### src/inc/pwc_pkg.sv
package pwc_pkg;

	localparam int APB_AW = 12;
	localparam int APB_DW = 32;
	localparam logic [APB_AW-1:0] OFS_SC = 12'h000;
	localparam logic [APB_AW-1:0] OFS_CNT = 12'h004;
	localparam logic [APB_AW-1:0] OFS_MOD = 12'h008;

	localparam int SC_FLAG_BIT = 7;
	localparam int SC_SRC_HI = 6;
	localparam int SC_SRC_LO = 5;
	localparam int SC_IE_BIT = 4;
	localparam int SC_DIV_HI = 3;
	localparam int SC_DIV_LO = 0;

	localparam logic [7:0] CNT_RST = 8'h00;
	localparam logic [7:0] MOD_RST = 8'h00;
	localparam logic [1:0] SRC_LPO = 2'h0;
	localparam logic [1:0] SRC_EXT = 2'h1;
	localparam logic [3:0] DIV_OFF = 4'h0;

	localparam int PS_W = 18;
	localparam logic [PS_W-1:0] PS_ZERO = 18'h00000;
	localparam logic [PS_W-1:0] PS_ONE = 18'h00001;

	// Divide ratios, index is the divider code; code 0 is off
	localparam logic [PS_W-1:0] DIV_TAB_LO [16] = '{
		18'h00001, 18'h00008, 18'h00020, 18'h00040, 18'h00080, 18'h00100, 18'h00200, 18'h00400,
		18'h00001, 18'h00002, 18'h00004, 18'h0000a, 18'h00010, 18'h00064, 18'h001f4, 18'h003e8};
	localparam logic [PS_W-1:0] DIV_TAB_HI [16] = '{
		18'h00001, 18'h00400, 18'h00800, 18'h01000, 18'h02000, 18'h04000, 18'h08000, 18'h10000,
		18'h003e8, 18'h007d0, 18'h01388, 18'h02710, 18'h04e20, 18'h0c350, 18'h186a0, 18'h30d40};

	typedef enum logic [1:0] {
		RUN_OFF = 2'b00,
		RUN_ACTIVE = 2'b01,
		RUN_HALT = 2'b10
	} pwc_run_t;

	function automatic logic [PS_W-1:0] pwc_ratio(input logic [3:0] div, input logic src_lsb);
		pwc_ratio = src_lsb ? DIV_TAB_HI[div] : DIV_TAB_LO[div];
	endfunction

	function automatic logic pwc_hit(input logic [APB_AW-1:0] addr, input logic [APB_AW-1:0] ofs);
		pwc_hit = (addr == ofs);
	endfunction

endpackage

### src/design/pwc_top.sv
// Functional notes
// RULE1: Count readable only; writes to it ignored
// RULE2: Count clears on reset, compare write, changes
// RULE3: Compare register 8 bits, read/write, resets zero
// RULE4: Compare zero flags every prescaler tick
// RULE5: Any compare write clears prescaler and count
// RULE6: Reset: stopped, compare zero, off, slow source
// RULE7: Divider code zero stops; nonzero starts prescaler
// RULE8: Source code picks slow, external, internal clock
// RULE9: New source value clears prescaler and count
// RULE10: New divider value clears prescaler and count
// RULE11: Ratio from divider code and source low bit
// RULE12: Source low bit one gives long ratios
// RULE13: Count up to compare, then wrap to zero
// RULE14: Flag sets on each wrap to zero
// RULE15: Interrupt when flag and enable both set
// RULE16: Writing one clears flag and interrupt
// RULE17: Control layout: flag, source, enable, divider
// RULE18: Binary and decimal divide ratio table
// RULE19: Debug halt freezes counting, resumes after
// RULE20: Flag sticky until cleared; source clock synchronised
//
// Chosen here: the address map and the APB register port.
`timescale 1ns/10ps
`default_nettype none
module pwc_top (
	input wire logic ref_clk_i,
	input wire logic rst_i,
	input wire logic psel_i,
	input wire logic penable_i,
	input wire logic pwrite_i,
	input wire logic [pwc_pkg::APB_AW-1:0] paddr_i,
	input wire logic [pwc_pkg::APB_DW-1:0] pwdata_i,
	output logic [pwc_pkg::APB_DW-1:0] prdata_o,
	output logic pready_o,
	output logic pslverr_o,
	input wire logic low_power_osc_clock_i,
	input wire logic external_ref_clock_i,
	input wire logic internal_ref_clock_i,
	input wire logic dbg_halt_i,
	output logic irq_o
);
	typedef struct packed {
		pwc_pkg::pwc_run_t run;
		logic flag;
		logic ie;
		logic [1:0] src;
		logic [3:0] div;
		logic [7:0] mod;
		logic [7:0] cnt;
		logic src_d;
		logic [pwc_pkg::APB_DW-1:0] prdata;
		logic pslverr;
	} pwc_state_t;

	pwc_state_t cur_ff;
	pwc_state_t nxt_state;

	logic src_raw;
	logic src_sync;
	logic src_edge;
	logic ps_tick;
	logic ps_clear;
	logic wr_en;
	logic rd_setup;
	logic wr_sc;
	logic wr_cnt;
	logic wr_mod;
	logic [1:0] wr_src;
	logic [3:0] wr_div;
	logic flag_set;
	logic flag_clr;
	logic [7:0] sc_view;

	// Source mux ahead of the synchroniser; a source change clears the prescaler in the write cycle,
	// before the switched input reaches the edge detector, so a switch glitch can still count one edge
	always_comb begin
		if (cur_ff.src == pwc_pkg::SRC_LPO) begin
			src_raw = low_power_osc_clock_i; // RULE8
		end else if (cur_ff.src == pwc_pkg::SRC_EXT) begin
			src_raw = external_ref_clock_i; // RULE8
		end else begin
			src_raw = internal_ref_clock_i; // RULE8
		end
	end

	pwc_sync u_sync (
		.ref_clk_i(ref_clk_i),
		.rst_i(rst_i),
		.async_i(src_raw),
		.sync_o(src_sync)
	);

	assign src_edge = src_sync && !cur_ff.src_d; // RULE20

	// APB decode; writes land in the access phase, reads are
	// captured in the setup phase so prdata comes from a flop
	assign wr_en = psel_i && penable_i && pwrite_i;
	assign rd_setup = psel_i && !penable_i && !pwrite_i;
	assign wr_sc = wr_en && pwc_pkg::pwc_hit(paddr_i, pwc_pkg::OFS_SC);
	assign wr_cnt = wr_en && pwc_pkg::pwc_hit(paddr_i, pwc_pkg::OFS_CNT);
	assign wr_mod = wr_en && pwc_pkg::pwc_hit(paddr_i, pwc_pkg::OFS_MOD);
	assign wr_src = pwdata_i[pwc_pkg::SC_SRC_HI:pwc_pkg::SC_SRC_LO];
	assign wr_div = pwdata_i[pwc_pkg::SC_DIV_HI:pwc_pkg::SC_DIV_LO];

	// Any compare write, or a real change of source or divider, restarts the chain
	assign ps_clear = wr_mod // RULE5
		|| (wr_sc && wr_src != cur_ff.src) // RULE9
		|| (wr_sc && wr_div != cur_ff.div); // RULE10

	pwc_prescaler u_prescaler (
		.ref_clk_i(ref_clk_i),
		.rst_i(rst_i),
		.clear_i(ps_clear),
		.run_i(cur_ff.run == pwc_pkg::RUN_ACTIVE),
		.edge_i(src_edge),
		.ratio_i(pwc_pkg::pwc_ratio(cur_ff.div, cur_ff.src[0])), // RULE11 RULE12 RULE18
		.tick_o(ps_tick)
	);

	assign flag_set = ps_tick && !ps_clear && (cur_ff.cnt == cur_ff.mod); // RULE14 RULE4
	assign flag_clr = wr_sc && pwdata_i[pwc_pkg::SC_FLAG_BIT]; // RULE16

	assign sc_view = {cur_ff.flag, cur_ff.src, cur_ff.ie, cur_ff.div}; // RULE17

	always_comb begin
		nxt_state = cur_ff;
		nxt_state.src_d = src_sync;

		if (wr_sc) begin
			nxt_state.src = wr_src;
			nxt_state.ie = pwdata_i[pwc_pkg::SC_IE_BIT];
			nxt_state.div = wr_div;
		end
		if (wr_mod) begin
			nxt_state.mod = pwdata_i[7:0]; // RULE3
		end

		case (cur_ff.run)
			pwc_pkg::RUN_OFF: begin
				if (dbg_halt_i) begin
					nxt_state.run = pwc_pkg::RUN_HALT;
				end else if (nxt_state.div != pwc_pkg::DIV_OFF) begin
					nxt_state.run = pwc_pkg::RUN_ACTIVE; // RULE7
				end
			end
			pwc_pkg::RUN_ACTIVE: begin
				if (dbg_halt_i) begin
					nxt_state.run = pwc_pkg::RUN_HALT; // RULE19
				end else if (nxt_state.div == pwc_pkg::DIV_OFF) begin
					nxt_state.run = pwc_pkg::RUN_OFF; // RULE7
				end
			end
			pwc_pkg::RUN_HALT: begin
				if (!dbg_halt_i) begin
					nxt_state.run = (nxt_state.div == pwc_pkg::DIV_OFF) ? pwc_pkg::RUN_OFF : pwc_pkg::RUN_ACTIVE;
				end
			end
			default: begin
				nxt_state.run = pwc_pkg::RUN_OFF;
			end
		endcase

		// Count register writes fall through untouched
		if (ps_clear) begin
			nxt_state.cnt = pwc_pkg::CNT_RST; // RULE2
		end else if (ps_tick) begin
			if (cur_ff.cnt == cur_ff.mod) begin
				nxt_state.cnt = pwc_pkg::CNT_RST; // RULE13
			end else begin
				nxt_state.cnt = cur_ff.cnt + 8'h01; // RULE13
			end
		end

		// Set beats a simultaneous clear so no wrap is lost
		if (flag_set) begin
			nxt_state.flag = 1'b1; // RULE14 RULE20
		end else if (flag_clr) begin
			nxt_state.flag = 1'b0; // RULE16
		end

		nxt_state.pslverr = 1'b0;
		if (psel_i && !penable_i) begin
			nxt_state.prdata = '0;
			if (pwc_pkg::pwc_hit(paddr_i, pwc_pkg::OFS_SC)) begin
				nxt_state.prdata[7:0] = sc_view;
			end else if (pwc_pkg::pwc_hit(paddr_i, pwc_pkg::OFS_CNT)) begin
				nxt_state.prdata[7:0] = cur_ff.cnt; // RULE1
			end else if (pwc_pkg::pwc_hit(paddr_i, pwc_pkg::OFS_MOD)) begin
				nxt_state.prdata[7:0] = cur_ff.mod;
			end else begin
				nxt_state.pslverr = 1'b1;
			end
			if (!rd_setup) begin
				nxt_state.prdata = '0;
			end
		end else if (!psel_i) begin
			nxt_state.prdata = '0;
		end else begin
			nxt_state.pslverr = cur_ff.pslverr;
		end
	end

	// Everything clears, including selection fields
	always_ff @(posedge ref_clk_i or posedge rst_i) begin
		if (rst_i) begin
			cur_ff.run <= pwc_pkg::RUN_OFF; // RULE6
			cur_ff.flag <= 1'b0;
			cur_ff.ie <= 1'b0;
			cur_ff.src <= pwc_pkg::SRC_LPO; // RULE6
			cur_ff.div <= pwc_pkg::DIV_OFF; // RULE6
			cur_ff.mod <= pwc_pkg::MOD_RST; // RULE6
			cur_ff.cnt <= pwc_pkg::CNT_RST; // RULE6
			cur_ff.src_d <= 1'b0;
			cur_ff.prdata <= '0;
			cur_ff.pslverr <= 1'b0;
		end else begin
			cur_ff <= nxt_state;
		end
	end

	assign prdata_o = cur_ff.prdata;
	assign pready_o = 1'b1;
	assign pslverr_o = cur_ff.pslverr && psel_i && penable_i;
	assign irq_o = cur_ff.flag && cur_ff.ie; // RULE15

	a_cnt_readonly: assert property (@(posedge ref_clk_i) disable iff (rst_i) // RULE1
		(wr_cnt && !ps_tick) |=> (cur_ff.cnt == $past(cur_ff.cnt)))
		else $error("count changed by a write to the count register");

	a_mod_write_clear: assert property (@(posedge ref_clk_i) disable iff (rst_i) // RULE5
		wr_mod |=> (cur_ff.cnt == pwc_pkg::CNT_RST) ##1 (cur_ff.cnt == pwc_pkg::CNT_RST))
		else $error("compare write did not clear the count");

	a_src_change_clear: assert property (@(posedge ref_clk_i) disable iff (rst_i) // RULE9
		(wr_sc && wr_src != cur_ff.src) |=> (cur_ff.cnt == pwc_pkg::CNT_RST))
		else $error("source change did not clear the count");

	a_off_no_count: assert property (@(posedge ref_clk_i) disable iff (rst_i) // RULE7
		(cur_ff.div == pwc_pkg::DIV_OFF && !wr_en)[*3] |-> $stable(cur_ff.cnt))
		else $error("count moved with divider off");

	a_wrap_sets_flag: assert property (@(posedge ref_clk_i) disable iff (rst_i) // RULE14
		(ps_tick && !ps_clear && cur_ff.cnt == cur_ff.mod)
			|=> (cur_ff.flag && cur_ff.cnt == pwc_pkg::CNT_RST))
		else $error("wrap did not set the flag and zero the count");

	a_flag_sticky: assert property (@(posedge ref_clk_i) disable iff (rst_i) // RULE20
		(cur_ff.flag && !flag_clr) |=> cur_ff.flag)
		else $error("flag dropped without a clear");

	a_flag_w1c: assert property (@(posedge ref_clk_i) disable iff (rst_i) // RULE16
		(flag_clr && !flag_set) |=> (!cur_ff.flag && !irq_o))
		else $error("writing one did not clear the flag");

	a_irq_follows: assert property (@(posedge ref_clk_i) disable iff (rst_i) // RULE15
		($rose(cur_ff.flag) && cur_ff.ie) |-> irq_o ##1 (irq_o || !cur_ff.flag || !cur_ff.ie))
		else $error("interrupt missing while flag and enable set");

	a_halt_freeze: assert property (@(posedge ref_clk_i) disable iff (rst_i) // RULE19
		(dbg_halt_i && !wr_en)[*4] |-> $stable(cur_ff.cnt))
		else $error("count moved during debug halt");
endmodule
`default_nettype wire

### src/design/pwc_sync.sv
`timescale 1ns/10ps
`default_nettype none
module pwc_sync (
	input wire logic ref_clk_i,
	input wire logic rst_i,
	input wire logic async_i,
	output logic sync_o
);
	typedef struct packed {
		logic meta;
		logic stable;
	} pwc_sync_t;

	pwc_sync_t cur_ff;
	pwc_sync_t nxt_state;

	always_comb begin
		nxt_state.meta = async_i;
		nxt_state.stable = cur_ff.meta;
	end

	always_ff @(posedge ref_clk_i or posedge rst_i) begin
		if (rst_i) begin
			cur_ff <= '0;
		end else begin
			cur_ff <= nxt_state;
		end
	end

	assign sync_o = cur_ff.stable;
endmodule
`default_nettype wire

### src/design/pwc_prescaler.sv
`timescale 1ns/10ps
`default_nettype none
module pwc_prescaler (
	input wire logic ref_clk_i,
	input wire logic rst_i,
	input wire logic clear_i,
	input wire logic run_i,
	input wire logic edge_i,
	input wire logic [pwc_pkg::PS_W-1:0] ratio_i,
	output logic tick_o
);
	typedef struct packed {
		logic [pwc_pkg::PS_W-1:0] cnt;
		logic tick;
	} pwc_ps_t;

	pwc_ps_t cur_ff;
	pwc_ps_t nxt_state;

	always_comb begin
		nxt_state = cur_ff;
		nxt_state.tick = 1'b0;
		if (clear_i) begin
			nxt_state.cnt = pwc_pkg::PS_ZERO;
		end else if (run_i && edge_i) begin
			if (cur_ff.cnt >= ratio_i - pwc_pkg::PS_ONE) begin
				nxt_state.cnt = pwc_pkg::PS_ZERO;
				nxt_state.tick = 1'b1;
			end else begin
				nxt_state.cnt = cur_ff.cnt + pwc_pkg::PS_ONE;
			end
		end
	end

	always_ff @(posedge ref_clk_i or posedge rst_i) begin
		if (rst_i) begin
			cur_ff <= '0;
		end else begin
			cur_ff <= nxt_state;
		end
	end

	assign tick_o = cur_ff.tick;
endmodule
`default_nettype wire

### config.mk
export PLATFORM = sky130hd
export DESIGN_NAME = pwc_top
export DESIGN_NICKNAME = d
export VERILOG_FILES = /design/src/inc/pwc_pkg.sv /design/src/design/pwc_top.sv /design/src/design/pwc_sync.sv /design/src/design/pwc_prescaler.sv
export SDC_FILE = /design/constraint.sdc
export NUM_CORES = 1
export LEC_CHECK = 0
export ABC_AREA = 1
export BUFFER_PORTS_ARGS = -buffer_cell sky130_fd_sc_hd__buf_2
export CAP_MARGIN = 10
export CORE_ASPECT_RATIO = 1.1
export CORE_MARGIN = 5
export CORE_UTILIZATION = 62
export CTS_CLUSTER_SIZE = 10
export DETAILED_ROUTE_END_ITERATION = 7
export PLACE_DENSITY = 0.95
export SLEW_MARGIN = 10
export SYNTH_ARGS = -nofsm -noshare
export SYNTH_HDL_FRONTEND = slang
export SYNTH_SLANG_ARGS = --single-unit
### constraint.sdc
create_clock -name ref_clk_i -period 8.7 [get_ports ref_clk_i]
set_input_delay 0.435 -clock ref_clk_i [delete_from_list [all_inputs] [get_ports ref_clk_i]]
set_output_delay 0.435 -clock ref_clk_i [all_outputs]
set_load 0.1 [all_outputs]
### Word level (Yosys, flattened, before mapping)

Memory sizes are Yosys's and may differ from the RTL's.
Cells that the tools add are included.
Widths: inputs -> output; s select.

| word-level totals | value |
|---|---|
| bits in registers | 81 |
| input port bits | 53 |
| latch bits | 0 |
| logic and storage cells | 100 |
| memory bits (read-only) | 576 |
| memory bits (writable) | 0 |
| memories kept | 2 |

Memories:

| memory | depth | bits a word | read ports | clocked after Yosys merged registers in | wr ports | line | text |
|---|---|---|---|---|---|---|---|
| (name not given) | 16 | 18 | 1 | 0 | 0 | pwc_pkg.sv:41 | `pwc_ratio = src_lsb ? DIV_TAB_HI[div] : DIV_TAB_LO[div];` |
| (name not given) | 16 | 18 | 1 | 0 | 0 | pwc_pkg.sv:41 |  |

| operators by class | value |
|---|---|
| equal/unequal tests | 12 |
| reduce and logical (&&, ||, !) cells | 31 |
| bitwise operators | 1 |
| $mul | 0 |
| divide/modulo/power cells | 0 |
| add/sub/neg operators | 3 |
| shift-type cells | 0 |
| order comparisons | 2 |
| multiplexer cells | 35 |

Operators by type and width:

| cell | count |
|---|---|
| $mux 18 | 7 |
| $mux 8 | 7 |
| $mux 33 | 1 |
| $mux 32 | 1 |
| $mux 19 | 1 |
| $add 18x1->18 const B | 1 |
| $ge 18x18->1 | 1 |
| $sub 18x1->18 const B | 1 |
| $logic_and 1x1->1 | 16 |
| $eq 12x3->1 const B | 1 |
| $eq 12x4->1 const B | 1 |
| $logic_not 12->1 | 1 |
| $mux 1 | 11 |
| $mux 2 | 5 |
| $add 8x1->8 const B | 1 |
| $eq 8x8->1 | 1 |
| $ne 3x3->1 const B | 2 |
| $pmux 2 s3 | 1 |
| $reduce_bool 2->1 | 3 |
| $ge 5x5->1 const B | 1 |
| $not 4->5 | 1 |
| $eq 2x1->1 const B | 2 |
| $logic_not 1->1 | 4 |
| $logic_not 2->1 | 2 |
| 10 further kinds | 11 |

### Longest topological paths before layout

Gate-level depths: netlist of run 1.

| depth | value |
|---|---|
| depth after elaboration | 10 |
| gate-level depth with buffers | 26 |
| depth with buffers taken out | 24 |

### By module

A second synthesis of run 1 with hierarchy kept.

| unflattened totals | value |
|---|---|
| cell total of the unflattened synthesis | 723 |
| area total of the unflattened synthesis | 4813.4 um2 |

Modules (own cells, without submodules):

| module | instances | area each (um2) | seq. area each (um2) | cells an instance |
|---|---|---|---|---|
| pwc_top | 1 | 2816.5 | 900.9 | 418 |
| pwc_prescaler | 1 | 1943.1 | 475.5 | 302 |
| pwc_sync | 1 | 53.8 | 50.0 | 3 |

### Least setup slack after synthesis of run 1

No wires, ideal clock.

| timing path | value |
|---|---|
| path type | register to register |
| start | register cur_ff[50] in the netlist's numbering |
| end | register u_prescaler.cur_ff[11] in the netlist's numbering |
| path buffers | 1 |
| setup time | 0.066 ns |
| stages on the path, launching flop included | 25 |
| clock period less this slack | 3.083 ns |
| path slack | 5.617 ns |
| arrival time | 3.017 ns |
| path through | dfrtp_1 > inv_1 > ha_1 > nand2_2 > nor2_1 > inv_1 > ha_1 > nand2_2 > nor2_4 > nand2_2 > nor2_2 > nand3_1 > nand2_1 > inv_1 > ha_1 > nand2_1 > nor2_1 > nand2_1 > nor2_1 > nor2_1 > nand3_1 > nor2_4 > buf_6 > nand2_1 > nand2_1 |

| on the way | value |
|---|---|
| word-level cells in the longest chain between the ends | 10 |
| elaborated cells on any way between the ends | 17 |
| those cells by class | add/sub (1); order compare (1); eq/ne (1); mux (8); bitwise (1); reduce/logical (3); memory (2) |

RTL lines:

| what | line | text |
|---|---|---|
| start: declaration | pwc_top.sv:56 | `pwc_state_t cur_ff;` |
| start signal: assignment | pwc_top.sv:218 | `cur_ff <= nxt_state;` |
| $not 4->5 (not written as such) | pwc_pkg.sv:41 |  |
| $mem_v2 16x18 | n/a |  |
| $mux 18 (not written as such) (2 in series) | pwc_pkg.sv:41 |  |
| $mux 18 | pwc_pkg.sv:41 |  |
| $sub 18x1->18 | pwc_prescaler.sv:26 | `if (cur_ff.cnt >= ratio_i - pwc_pkg::PS_ONE) begin` |
| $ge 18x18->1 | pwc_prescaler.sv:26 |  |
| $mux 18 | pwc_prescaler.sv:26 |  |
| $mux 19 | pwc_prescaler.sv:25 | `end else if (run_i && edge_i) begin` |
| $mux 18 | pwc_prescaler.sv:23 | `if (clear_i) begin` |
| end signal: assignment | pwc_prescaler.sv:39 | `cur_ff <= nxt_state;` |
| end: declaration | pwc_prescaler.sv:17 | `pwc_ps_t cur_ff;` |

Several ways; a longest one is shown, not always the timed one. The select of a mux whose other input is x is not followed.
A chain may end at the register's enable or synchronous reset.

### Worst setup path in the final report of run 1

| timing path | value |
|---|---|
| start | register cur_ff[50] in the netlist's numbering |
| end | register u_prescaler.cur_ff[1] in the netlist's numbering |

The elaborated chain is that of the path after synthesis.

==> results.toml, run 1 <==
[outcome]
status = "completed"

[clock_tree]
cts_buffers = 9
post_cts_resized = 0
hold_buffers = 0
cts_setup_buffers = 0
clk_pin_slew_ns = 0.07
clk_latency_ns = 0.35
cts_sinks = 57
cts_tree = "built"
cts_root_buf = "clkbuf_8"
clockBufferDepth = 2
htreeDepth = 3

[setup_path]
path_class = "reg2reg"
crit_path_end_kind = "register"
arrival_ns = 3.99
rrSetupSlack_ns = 4.98
cp.required_ns = 8.98
cp_slowest_cell = "dfrtp_1"
worst-r2r-cell-count = 23
critPathMostFrequentCell = "nand2_1"
r2r-start = "cur_ff[50]$_DFF_PP0_"
cp_max_fo = 15
path_cells = "inv_1 -> ha_1 -> nand2_2 -> nor2_1 -> inv_1 -> ha_1 -> nand2_2 -> nor2_4 -> nand2_2 -> nor2_2 -> nand3_1 -> nand2_1 -> inv_1 -> ha_1 -> nand2_1 -> nor2_1 -> nand2_1 -> nor2_1 -> nor2_1 -> nand3_1 -> nor2_4 -> nand2_1 -> nand2_1"
crit_path_max_incr_delay_ns = 0.53
timing.rr.end = "u_prescaler.cur_ff[1]$_DFFE_PP0P_"
start_kind = "register"

[synthesis]
synth_area_um2 = 5020
synth-seq-area-share_pct = 28.4
ys_warn_count = 0
syn_avg_cell_area_um2 = 6.75
yosysUniqueCellTypes = 37
syn_inst = 743
yosys_register_bits = 57

[timing]
rsz0062_at_grt = "no"
period_minus_slack_ns = 3.72
worstMarginPinSlew_ns = 0.867
max_freq_mhz = 269
setup_ws_ns = 4.98
fin_worst_skew_ns = 0.0108
fin_crit_sh_pct = 42.7
finalSetupTns_ns = 0
max_slew_margin_pct = 41.8
final-hold-violation-count = 0
setup_violations = 0
slew_viol_final = 0

[floorplanning]
io_pins = 88
die_area_um2 = 9990
core_area_um2 = 7910
initial_utilization_pct = 63.4
die_w_um = 95.8
rows = 34
die_y_um = 104

[power_and_ir_drop]
irDropWorstVdd_uv = 78.5
share_comb_of_total_power_pct = 15.2
power.internal_mw = 0.461
design_power_total_mw = 0.670
seqPwrFrac_pct = 42.0
swShare_pct = 31.2
switching_power_mw = 0.209
p_leak_nw = 2.99
p_per_area_nw_per_um2 = 127
clkPwrFrac_pct = 42.8

[drt]
routedWlPerCell_um = 13.8
drtIter0Drc = 333
viasPerCell = 5.52
routed.top_layer = "met4"
first_pass_iters = 6
drc = 0
wl_met1_mm = 4.92
dr_wl_met3_um = 919
detailroute.wirelength.met2_mm = 5.90
wl_mm = 12.1
antenna_left = 0
vias = 4842

[global_route]
grt_pass1_wl_mm = 20.6
grt.overflow.total = 0
antenna_found_initial = 0
grt_max_degree = 58
grt_pass1_vias = 4571
grt_usage_pct = 25.5

[cells_and_area]
area_growth_pct = 5.41
fillers = 655
drive_gt1_share_pct = 12.4
antennaDiodeCount = 0
final_nets = 844

[job]
max-cap-violations = 0

[placement]
post-place-ws_ns = 5.01
dp.final_hpwl_mm = 9.03
gp_congestion = 0.930
io_buffers = 38

[min_path]
hp-class = "in2async"
[final cells by class]
cell class / count / area, um^2 / share of cell area (%)
clock buffers: 10 / 138 / 2.60
repair buffers: 39 / 198 / 3.74
clock inverters: 6 / 88.8 / 1.68
multi-input cells: 571 / 2980 / 56.3
well taps: 108 / 135 / 2.56
inverters: 86 / 325 / 6.15
flip-flops and latches: 57 / 1430 / 27.0
[worst max path at each step]
stage,from,endpoint,slack (ns),cells after the start
4_1_cts,cur_ff[50]$_DFF_PP0_,u_prescaler.cur_ff[1]$_DFFE_PP0P_,4.99,23
2_1_floorplan,cur_ff[50]$_DFF_PP0_,u_prescaler.cur_ff[11]$_DFFE_PP0P_,5.62,24
5_1_grt,cur_ff[50]$_DFF_PP0_,u_prescaler.cur_ff[7]$_DFFE_PP0P_,4.61,24
3_5_place_dp,cur_ff[50]$_DFF_PP0_,u_prescaler.cur_ff[1]$_DFFE_PP0P_,5.01,23
3_3_place_gp,cur_ff[50]$_DFF_PP0_,u_prescaler.cur_ff[15]$_DFFE_PP0P_,5.14,23
6_report,cur_ff[50]$_DFF_PP0_,u_prescaler.cur_ff[1]$_DFFE_PP0P_,4.98,23
[state kept, by name (all words and copies together) (netlist names)]
| register | count |
|---|---|
| cur_ff | 28 |
| prdata_o | 8 |
| u_prescaler.cur_ff | 18 |
| u_prescaler.tick_o | 1 |
| u_sync.cur_ff | 1 |
| u_sync.sync_o | 1 |
[cells in the mapped netlist]
| master | instances | share of area [%] |
|---|---|---|
| clkbuf_1 | 5 | 0.37 |
| xnor2_1 | 3 | 0.52 |
| nor3_1 | 10 | 1.0 |
| nand3_2 | 4 | 0.80 |
| nand3_4 | 1 | 0.35 |
| a21o_1 | 1 | 0.15 |
| o211ai_1 | 9 | 1.3 |
| buf_4 | 36 | 5.4 |
| o21ai_1 | 6 | 0.60 |
| nor2_2 | 8 | 1.0 |
| dfrtp_1 | 57 | 28 |
| a31oi_1 | 2 | 0.25 |
| nor2_1 | 59 | 4.4 |
| conb_1 | 2 | 0.15 |
| nand2_2 | 8 | 1.0 |
| ha_1 | 27 | 6.7 |
| inv_1 | 77 | 5.8 |
| clkinv_1 | 2 | 0.15 |
| inv_2 | 6 | 0.45 |
| nand4_1 | 17 | 2.1 |
| a21oi_1 | 10 | 1.0 |
| a21oi_2 | 1 | 0.17 |
| xor2_1 | 32 | 5.6 |
| and3_1 | 1 | 0.12 |
| buf_6 | 6 | 1.3 |
| nor2_4 | 6 | 1.3 |
| o21ai_2 | 1 | 0.17 |
| o21ai_0 | 27 | 2.7 |
| nand3_1 | 80 | 8.0 |
| o21bai_1 | 1 | 0.15 |
| inv_4 | 1 | 0.12 |
| nand3b_1 | 2 | 0.30 |
| or2_2 | 1 | 0.12 |
| nor3_2 | 1 | 0.20 |
| nand2_1 | 227 | 17 |
| buf_2 | 5 | 0.50 |
| a21boi_2 | 1 | 0.22 |
[worst max-delay path: cells and delay by family, from the launching register on]
kind / cells / cell delay [ns]
flops: 1 / 0.53
buf+inv: 3 / 0.41
simple gates: 17 / 1.96
fa+ha+maj: 3 / 0.75
[per-layer routing]
metal,vias to the layer above,track usage [%]
met1,2192,33.6
met5,-,0
met4,0,10.2
met2,251,41.4
li1,2355,-
met3,44,3.84
[per-stage QoR]
step	utilization, %	hold WS, ns	area, um^2	std cells
after floorplan	-	0.331	5100	766
after global placement	63.9	0.333	5050	861
after detailed placement	63.9	0.348	5050	861
after CTS	66.7	0.303	5280	877
after global routing	66.8	0.344	5290	877
final	66.8	0.290	5290	877
[placed cells by master (no fill, tap or decap), types with 3 or more instances in the layout]
| master | count |
|---|---|
| nand2_1 | 227 |
| nand3_1 | 80 |
| inv_1 | 76 |
| nor2_1 | 59 |
| dfrtp_1 | 57 |
| buf_2 | 38 |
| xor2_1 | 32 |
| o21ai_0 | 27 |
| ha_1 | 27 |
| conb_1 | 25 |
| nand4_1 | 17 |
| a21oi_1 | 10 |
| nor3_1 | 10 |
| clkbuf_8 | 10 |
| o211ai_1 | 9 |
| nor2_2 | 8 |
| nand2_2 | 8 |
| inv_2 | 7 |
| nor2_4 | 6 |
| o21ai_1 | 6 |
| nand3_2 | 4 |
| xnor2_1 | 3 |
[cells by family (layout without fill, tap and decap cells)]
kind of cell | count (synthesis) | after routing | share of synthesized area (%)
buffers and inverters | 138 | 141 | 14.1
and+or+nand+nor | 425 | 425 | 37.7
xor gates and xnor gates | 35 | 35 | 6.11
other | 2 | 25 | 0.150
AOI/OAI and AO/OA | 59 | 59 | 6.76
DFF | 57 | 57 | 28.4
adders and majority gates | 27 | 27 | 6.73
[power by group through the flow]
stage | sequential, mW | combinational (mW) | clock, mW
2_1_floorplan | 0.283 | 0.0933 | 0
3_3_place_gp | 0.286 | 0.0971 | 0
3_5_place_dp | 0.286 | 0.102 | 0
4_1_cts | 0.281 | 0.102 | 0.288
5_1_grt | 0.283 | 0.110 | 0.303
6_report | 0.281 | 0.102 | 0.287
No activity file was read; power rests on OpenSTA's default activity.
==> run 2: changes to the inputs <==
--- a/config.mk
+++ b/config.mk
@@ -5,15 +5,15 @@
 export SDC_FILE = /design/constraint.sdc
 export NUM_CORES = 1
 export LEC_CHECK = 0
-export ABC_AREA = 1
+export ABC_AREA = 0
 export BUFFER_PORTS_ARGS = -buffer_cell sky130_fd_sc_hd__buf_2
 export CAP_MARGIN = 10
 export CORE_ASPECT_RATIO = 1.1
 export CORE_MARGIN = 5
-export CORE_UTILIZATION = 62
+export CORE_UTILIZATION = 56
 export CTS_CLUSTER_SIZE = 10
 export DETAILED_ROUTE_END_ITERATION = 7
-export PLACE_DENSITY = 0.95
+export PLACE_DENSITY = 0.9
 export SLEW_MARGIN = 10
 export SYNTH_ARGS = -nofsm -noshare
 export SYNTH_HDL_FRONTEND = slang
==> constraint.sdc (replaced) <==
create_clock -name ref_clk_i -period 3.7 [get_ports ref_clk_i]
set_input_delay 0.185 -clock ref_clk_i [delete_from_list [all_inputs] [get_ports ref_clk_i]]
set_output_delay 0.185 -clock ref_clk_i [all_outputs]
set_load 0.1 [all_outputs]
==> run 2 against run 1 <==
Net effect: worst setup slack lost 5.3 ns; synthesized area is 10% lower; the flow now finishes with violations (negative setup slack); power grew 130%; critical path depth is 7 lower; sequential share of layout area down 0.79 points; largest cell class unchanged; non-clock buffer count increased by 47; synthesized cell count down 29%; flip-flop and latch count is the same; final cell count fell by 20%; global-route usage up 0.53 points; clock skew is essentially flat; critical endpoint is now u_prescaler.cur_ff[3]$_DFFE_PP0P_; via count down 8.1%.
==> results.toml, run 2 <==
[clock_tree]
cts_tree = "built"
hold_buffers = 0
clockBufferDepth = 2
cts_sinks = 57
clk_pin_slew_ns = 0.07
clk_latency_ns = 0.36
htreeDepth = 3
cts_buffers = 9
cts_root_buf = "clkbuf_8"

[power_and_ir_drop]
p_leak_nw = 2.53
irDropWorstVdd_uv = 206
share_comb_of_total_power_pct = 17.3
swShare_pct = 32.4
power.internal_mw = 1.04
seqPwrFrac_pct = 43.8
switching_power_mw = 0.501
p_per_area_nw_per_um2 = 283
clkPwrFrac_pct = 38.9

[drt]
antenna_left = 0
first_pass_iters = 6
viasPerCell = 6.34
wl_mm = 13.2
drtIter0Drc = 337
routedWlPerCell_um = 18.9
drc = 0
vias = 4449

[outcome]
status = "finished, violations left"
violations = "negative setup slack"

[timing]
fin_crit_sh_pct = 109
slew_viol_final = 0
max_freq_mhz = 248
final-hold-violation-count = 0
rsz0062_at_grt = "yes"
worstMarginPinSlew_ns = 1.31
finalSetupTns_ns = -4.90
max_slew_margin_pct = 12.5
period_minus_slack_ns = 4.04
setup_violations = 19
setup_ws_ns = -0.338
fin_worst_skew_ns = 0.0108

[cells_and_area]
final_nets = 670
drive_gt1_share_pct = 28.6
fin_area_um2 = 5460
fillers = 543
largest_register = "cur_ff"
layout_commonest_cell = "nand2_1"
fin_cells = 702
area_growth_pct = 21.5
largest_register_ffs = 28
final_util_pct = 69.4
mostFrequentLayoutCells = "nand2_1, dfrtp_1, buf_2"
antennaDiodeCount = 0

[global_route]
grt_usage_pct = 26.0
grt_pass1_wl_mm = 20.6
antenna_found_initial = 0
grt_max_degree = 58
grt_pass1_vias = 4328
grt.overflow.total = 0

[setup_path]
critPathMostFrequentCell = "buf_6"
rrSetupSlack_ns = -0.34
start_kind = "register"
cp_max_fo = 12
r2r-start = "cur_ff[50]$_DFF_PP0_"
cp_slowest_cell = "a221oi_1"
crit_path_max_incr_delay_ns = 0.45
cp.required_ns = 3.97
path_buf_inv = 3
startpoint = "cur_ff[50]$_DFF_PP0_"
crit_path_end_kind = "register"
path_class = "reg2reg"
path_cells = "buf_6 -> buf_6 -> nand2b_1 -> a221oi_1 -> and3_1 -> nand3_2 -> nor4_4 -> xnor2_1 -> ha_1 -> a21oi_1 -> nand2_1 -> a221o_1 -> a31oi_4 -> buf_6 -> a41oi_2 -> o22ai_4"
critical-path-top-delay-family = "compound AO/OA/AOI/OAI gates"
arrival_ns = 4.31

[min_path]
holdCritStartpoint = "dbg_halt_i"
hp-class = "in2reg"

[synthesis]
synth_area_um2 = 4490
syn_inst = 526
netlist_top_cells_count = "nand2_1, dfrtp_1, buf_4"
syn_avg_cell_area_um2 = 8.54
ys_top_cells_by_area = "dfrtp_1, ha_1, buf_4"
yosysUniqueCellTypes = 62
yosys.area.top_type = "dfrtp_1"
ys_warn_count = 0
yosys_register_bits = 57
synth_edf_count = 0
async_flop_share_pct = 100
synthFlopType = "dfrtp_1"
synth_most_common_cell = "nand2_1"
synth-seq-area-share_pct = 31.7
yosysTopAreaCellShare_pct = 31.7

[placement]
place_area_um2 = 4930
io_buffers = 38
dp.final_hpwl_mm = 8.16
gp_congestion = 0.877
post-place-ws_ns = -0.129
dp_cells = 677

[floorplanning]
io_pins = 88
die_w_um = 95.4
initial_utilization_pct = 57.1
rows = 34
core_area_um2 = 7870
die_area_um2 = 9920
die_y_um = 104

[job]
max-cap-violations = 0
[run 2: stage by stage]
stage | hold WS, ns | power, mW
floorplan | 0.256 | 0.887
global placement | 0.336 | 0.907
detailed placement | 0.335 | 0.919
CTS | 0.00534 | 1.52
global route | 0.00248 | 1.58
finish | 0.0101 | 1.54
[run 2: worst paths after layout]
| path | end | cells after the start |
|---|---|---|
| setup / recovery | u_prescaler.cur_ff[3]$_DFFE_PP0P_ | 16 |
| hold / removal | cur_ff[58]$_DFFE_PP0P_ | 2 |
| setup reg to reg | u_prescaler.cur_ff[3]$_DFFE_PP0P_ | 16 |
| hold reg to reg | u_sync.sync_o$_DFF_PP0_ | 0 |
| max in group asynchronous | cur_ff[53]$_DFF_PP0_ | 3 |
| min in group asynchronous | u_prescaler.cur_ff[6]$_DFFE_PP0P_ | 3 |
[run 2: per-layer routing]
layer	vias up	global-route usage (%)	share of wire [%]
met5	-	0	0
met1	2147	30.0	36
met4	0	14.2	5.0
met3	71	4.92	6.7
met2	272	44.4	53
li1	1959	-	-
[run 2: what timing repair did]
item | in CTS | in global routing
buffers inserted | 8 | 2
pin swaps | 20 | 24
setup endpoints to repair | 17 | 19
resized for setup | 39 | 28
[run 2: layout make-up]
class                           count  area (um^2)  share of cell area [%]
Multi-Input combinational cell    416         3000                    54.9
Inverter                           20         80.1                    1.47
Clock buffer                       12          155                    2.84
Timing Repair Buffer               86          626                    11.5
Tap cell                          108          135                    2.47
Sequential cell                    57         1430                    26.2
Clock inverter                      3         40.0                   0.733
[run 2: worst reg2reg max path: stages (launching register included)]
cell and delay, ns:
dfrtp_1 0.41, buf_6 0.15, buf_6 0.14, nand2b_1 0.16
a221oi_1 0.45, and3_1 0.31, nand3_2 0.18, nor4_4 0.33
xnor2_1 0.12, ha_1 0.34, a21oi_1 0.16, nand2_1 0.07
a221o_1 0.33, a31oi_4 0.30, buf_6 0.16, a41oi_2 0.15
o22ai_4 0.20
[run 2: kinds of logic (layout without fill, tap and decap cells)]
group	Yosys count	count (layout)	synth area share, %
adders and majority gates	27	27	7.52
xor gates and xnor gates	32	32	6.24
AOI/OAI and AO/OA	106	106	15.7
DFF	57	57	31.7
buffers and inverters	76	121	9.58
other	2	25	0.167
muxes	19	19	4.62
and+or+nand+nor	207	207	24.4
[run 2: power by group through the flow]
stage          clock, mW  combinational, mW  sequential [mW]
4_1_cts            0.602              0.245            0.673
2_1_floorplan          0              0.213            0.674
6_report           0.601              0.267            0.676
3_5_place_dp           0              0.236            0.683
3_3_place_gp           0              0.227            0.680
5_1_grt            0.627              0.281            0.677
==> run 3: changes to the inputs <==
--- a/config.mk
+++ b/config.mk
@@ -10,11 +10,10 @@
 export CAP_MARGIN = 10
 export CORE_ASPECT_RATIO = 1.1
 export CORE_MARGIN = 5
-export CORE_UTILIZATION = 56
+export CORE_UTILIZATION = 40
 export CTS_CLUSTER_SIZE = 10
 export DETAILED_ROUTE_END_ITERATION = 7
-export PLACE_DENSITY = 0.9
-export SLEW_MARGIN = 10
+export PLACE_DENSITY = 0.7
 export SYNTH_ARGS = -nofsm -noshare
 export SYNTH_HDL_FRONTEND = slang
 export SYNTH_SLANG_ARGS = --single-unit
==> run 3 against run 2 <==
Net effect: the flow still finishes with violations (negative setup slack); wire length fell by 13%; final area up 3.1%; first-iteration DRC count shrank 29%; critical path type unchanged; critical endpoint is now u_prescaler.cur_ff[10]$_DFFE_PP0P_; largest cell class unchanged.
==> results.toml, run 3 (synthesis results as in run 2) <==
[clock_tree]
htreeDepth = 3
cts_buffers = 9
cts_tree = "built"
cts_sinks = 57
cts_root_buf = "clkbuf_16"
clk_pin_slew_ns = 0.05
clockBufferDepth = 2
clk_latency_ns = 0.33

[cells_and_area]
final_nets = 675
drive_gt1_share_pct = 28.9
largest_register_ffs = 28
fin_area_um2 = 5630
area_growth_pct = 25.4
layout_commonest_cell = "nand2_1"
mostFrequentLayoutCells = "nand2_1, dfrtp_1, buf_4"
final_util_pct = 51.4
antennaDiodeCount = 0
largest_register = "cur_ff"
fillers = 963

[global_route]
antenna_found_initial = 0
grt_usage_pct = 16.7
grt_pass1_vias = 4002
grt.overflow.total = 0
grt_pass1_wl_mm = 18.7
grt_max_degree = 39

[timing]
setup_violations = 3
final-hold-violation-count = 0
hold_ws_ns = 0.0275
fin_crit_sh_pct = 101
max_freq_mhz = 267
period_minus_slack_ns = 3.74
setup_ws_ns = -0.0416
fin_worst_skew_ns = 0.00976
slew_viol_final = 0
rsz0062_at_grt = "yes"
finalSetupTns_ns = -0.0844
worstMarginPinSlew_ns = 0.868
max_slew_margin_pct = 42.0

[power_and_ir_drop]
design_power_total_mw = 1.82
irDropWorstVdd_uv = 234
p_per_area_nw_per_um2 = 322
p_leak_nw = 2.59
swShare_pct = 27.7
seqPwrFrac_pct = 37.0
share_comb_of_total_power_pct = 13.6
clkPwrFrac_pct = 49.4
switching_power_mw = 0.502
power.internal_mw = 1.31

[drt]
vias = 4102
drtIter0Drc = 238
first_pass_iters = 5
drc = 0
antenna_left = 0
viasPerCell = 5.51
wl_mm = 11.6
routedWlPerCell_um = 15.5

[setup_path]
start_kind = "register"
path_class = "reg2reg"
arrival_ns = 3.99
worst-r2r-cell-count = 16
crit_path_end_kind = "register"
cp.required_ns = 3.95
rrSetupSlack_ns = -0.04
cp_max_fo = 5

[min_path]
hp-class = "in2reg"
whs_path_depth = 2

[floorplanning]
die_y_um = 121
core_area_um2 = 11000
initial_utilization_pct = 41.0
io_pins = 88
die_w_um = 111
rows = 40
die_area_um2 = 13500

[placement]
place_area_um2 = 5010
dp.final_hpwl_mm = 8.33
io_buffers = 38
gp_congestion = 0.854

[outcome]
violations = "negative setup slack"
status = "finished, violations left"

[job]
max-cap-violations = 0
## run 3: cell types whose count changed in the layout (fill, tap and decap cells not counted), sizes merged
cell,delta
buf,+5
clkbuf,-1
bufinv,+1
clkinv,-1
## run 3: timing repair
action / in CTS / in global routing
pin swaps: 1 / 21
resized for setup: 7 / 50
hold endpoints to repair: 0 / 0
endpoints found under the setup margin: 11 / 19
hold buffers: 0 / 0
buffers inserted: 2 / 5
## run 3: through the flow
step | std cells | setup slack [ns]
floorplan | 549 | 0.00635
global placement | 724 | 0.0381
detailed placement | 724 | -0.0733
CTS | 740 | 0.000755
global route | 745 | -0.202
finish | 745 | -0.0416
## run 3: final timing paths
check,from,to
hold reg to reg,u_sync.cur_ff[1]$_DFF_PP0_,u_sync.sync_o$_DFF_PP0_
setup / recovery,cur_ff[50]$_DFF_PP0_,u_prescaler.cur_ff[10]$_DFFE_PP0P_
setup reg to reg,cur_ff[50]$_DFF_PP0_,u_prescaler.cur_ff[10]$_DFFE_PP0P_
min in group asynchronous,rst_i,u_prescaler.cur_ff[8]$_DFFE_PP0P_
max in group asynchronous,rst_i,cur_ff[51]$_DFF_PP0_
hold / removal,dbg_halt_i,cur_ff[58]$_DFFE_PP0P_
## run 3: area by class of cell
cell class              instances  area [um^2]  share of cell area [%]
flip-flops and latches         57         1430                    25.4
well taps                     147          184                    3.26
clock inverters                 3         65.1                    1.15
clock buffers                  11          253                    4.49
inverters                      20         80.1                    1.42
multi-input cells             416         3000                    53.3
repair buffers                 91          619                    11.0
## run 3: power by group through the flow
| stage | Combinational [mW] | Sequential (mW) | Clock, mW |
|---|---|---|---|
| floorplan | 0.213 | 0.674 | 0 |
| global placement | 0.230 | 0.681 | 0 |
| detailed placement | 0.237 | 0.683 | 0 |
| CTS | 0.239 | 0.673 | 0.906 |
| global route | 0.269 | 0.676 | 0.943 |
| finish | 0.246 | 0.673 | 0.896 |
## run 3: critical path, cell delays in order (launching register included)
cell and delay, ns:
dfrtp_1 0.41, buf_6 0.15, ha_4 0.17, mux2i_2 0.18, o22ai_2 0.13, a2111oi_4 0.34, nand3_2 0.24, nor3_4 0.29
xnor2_2 0.09, ha_1 0.33, nand4_1 0.15, nor2_2 0.07, a221o_1 0.39, a31oi_4 0.27, buf_6 0.15, a41oi_1 0.11
mux2i_1 0.19
## run 3: routing by layer
layer / vias to the layer above / global-route usage [%] / share of wire, %
li1: 1959 / - / -
met1: 1998 / 19.3 / 40
met2: 120 / 31.0 / 53
met3: 25 / 3.44 / 5.0
met4: 0 / 5.10 / 1.9
met5: - / 0 / 0
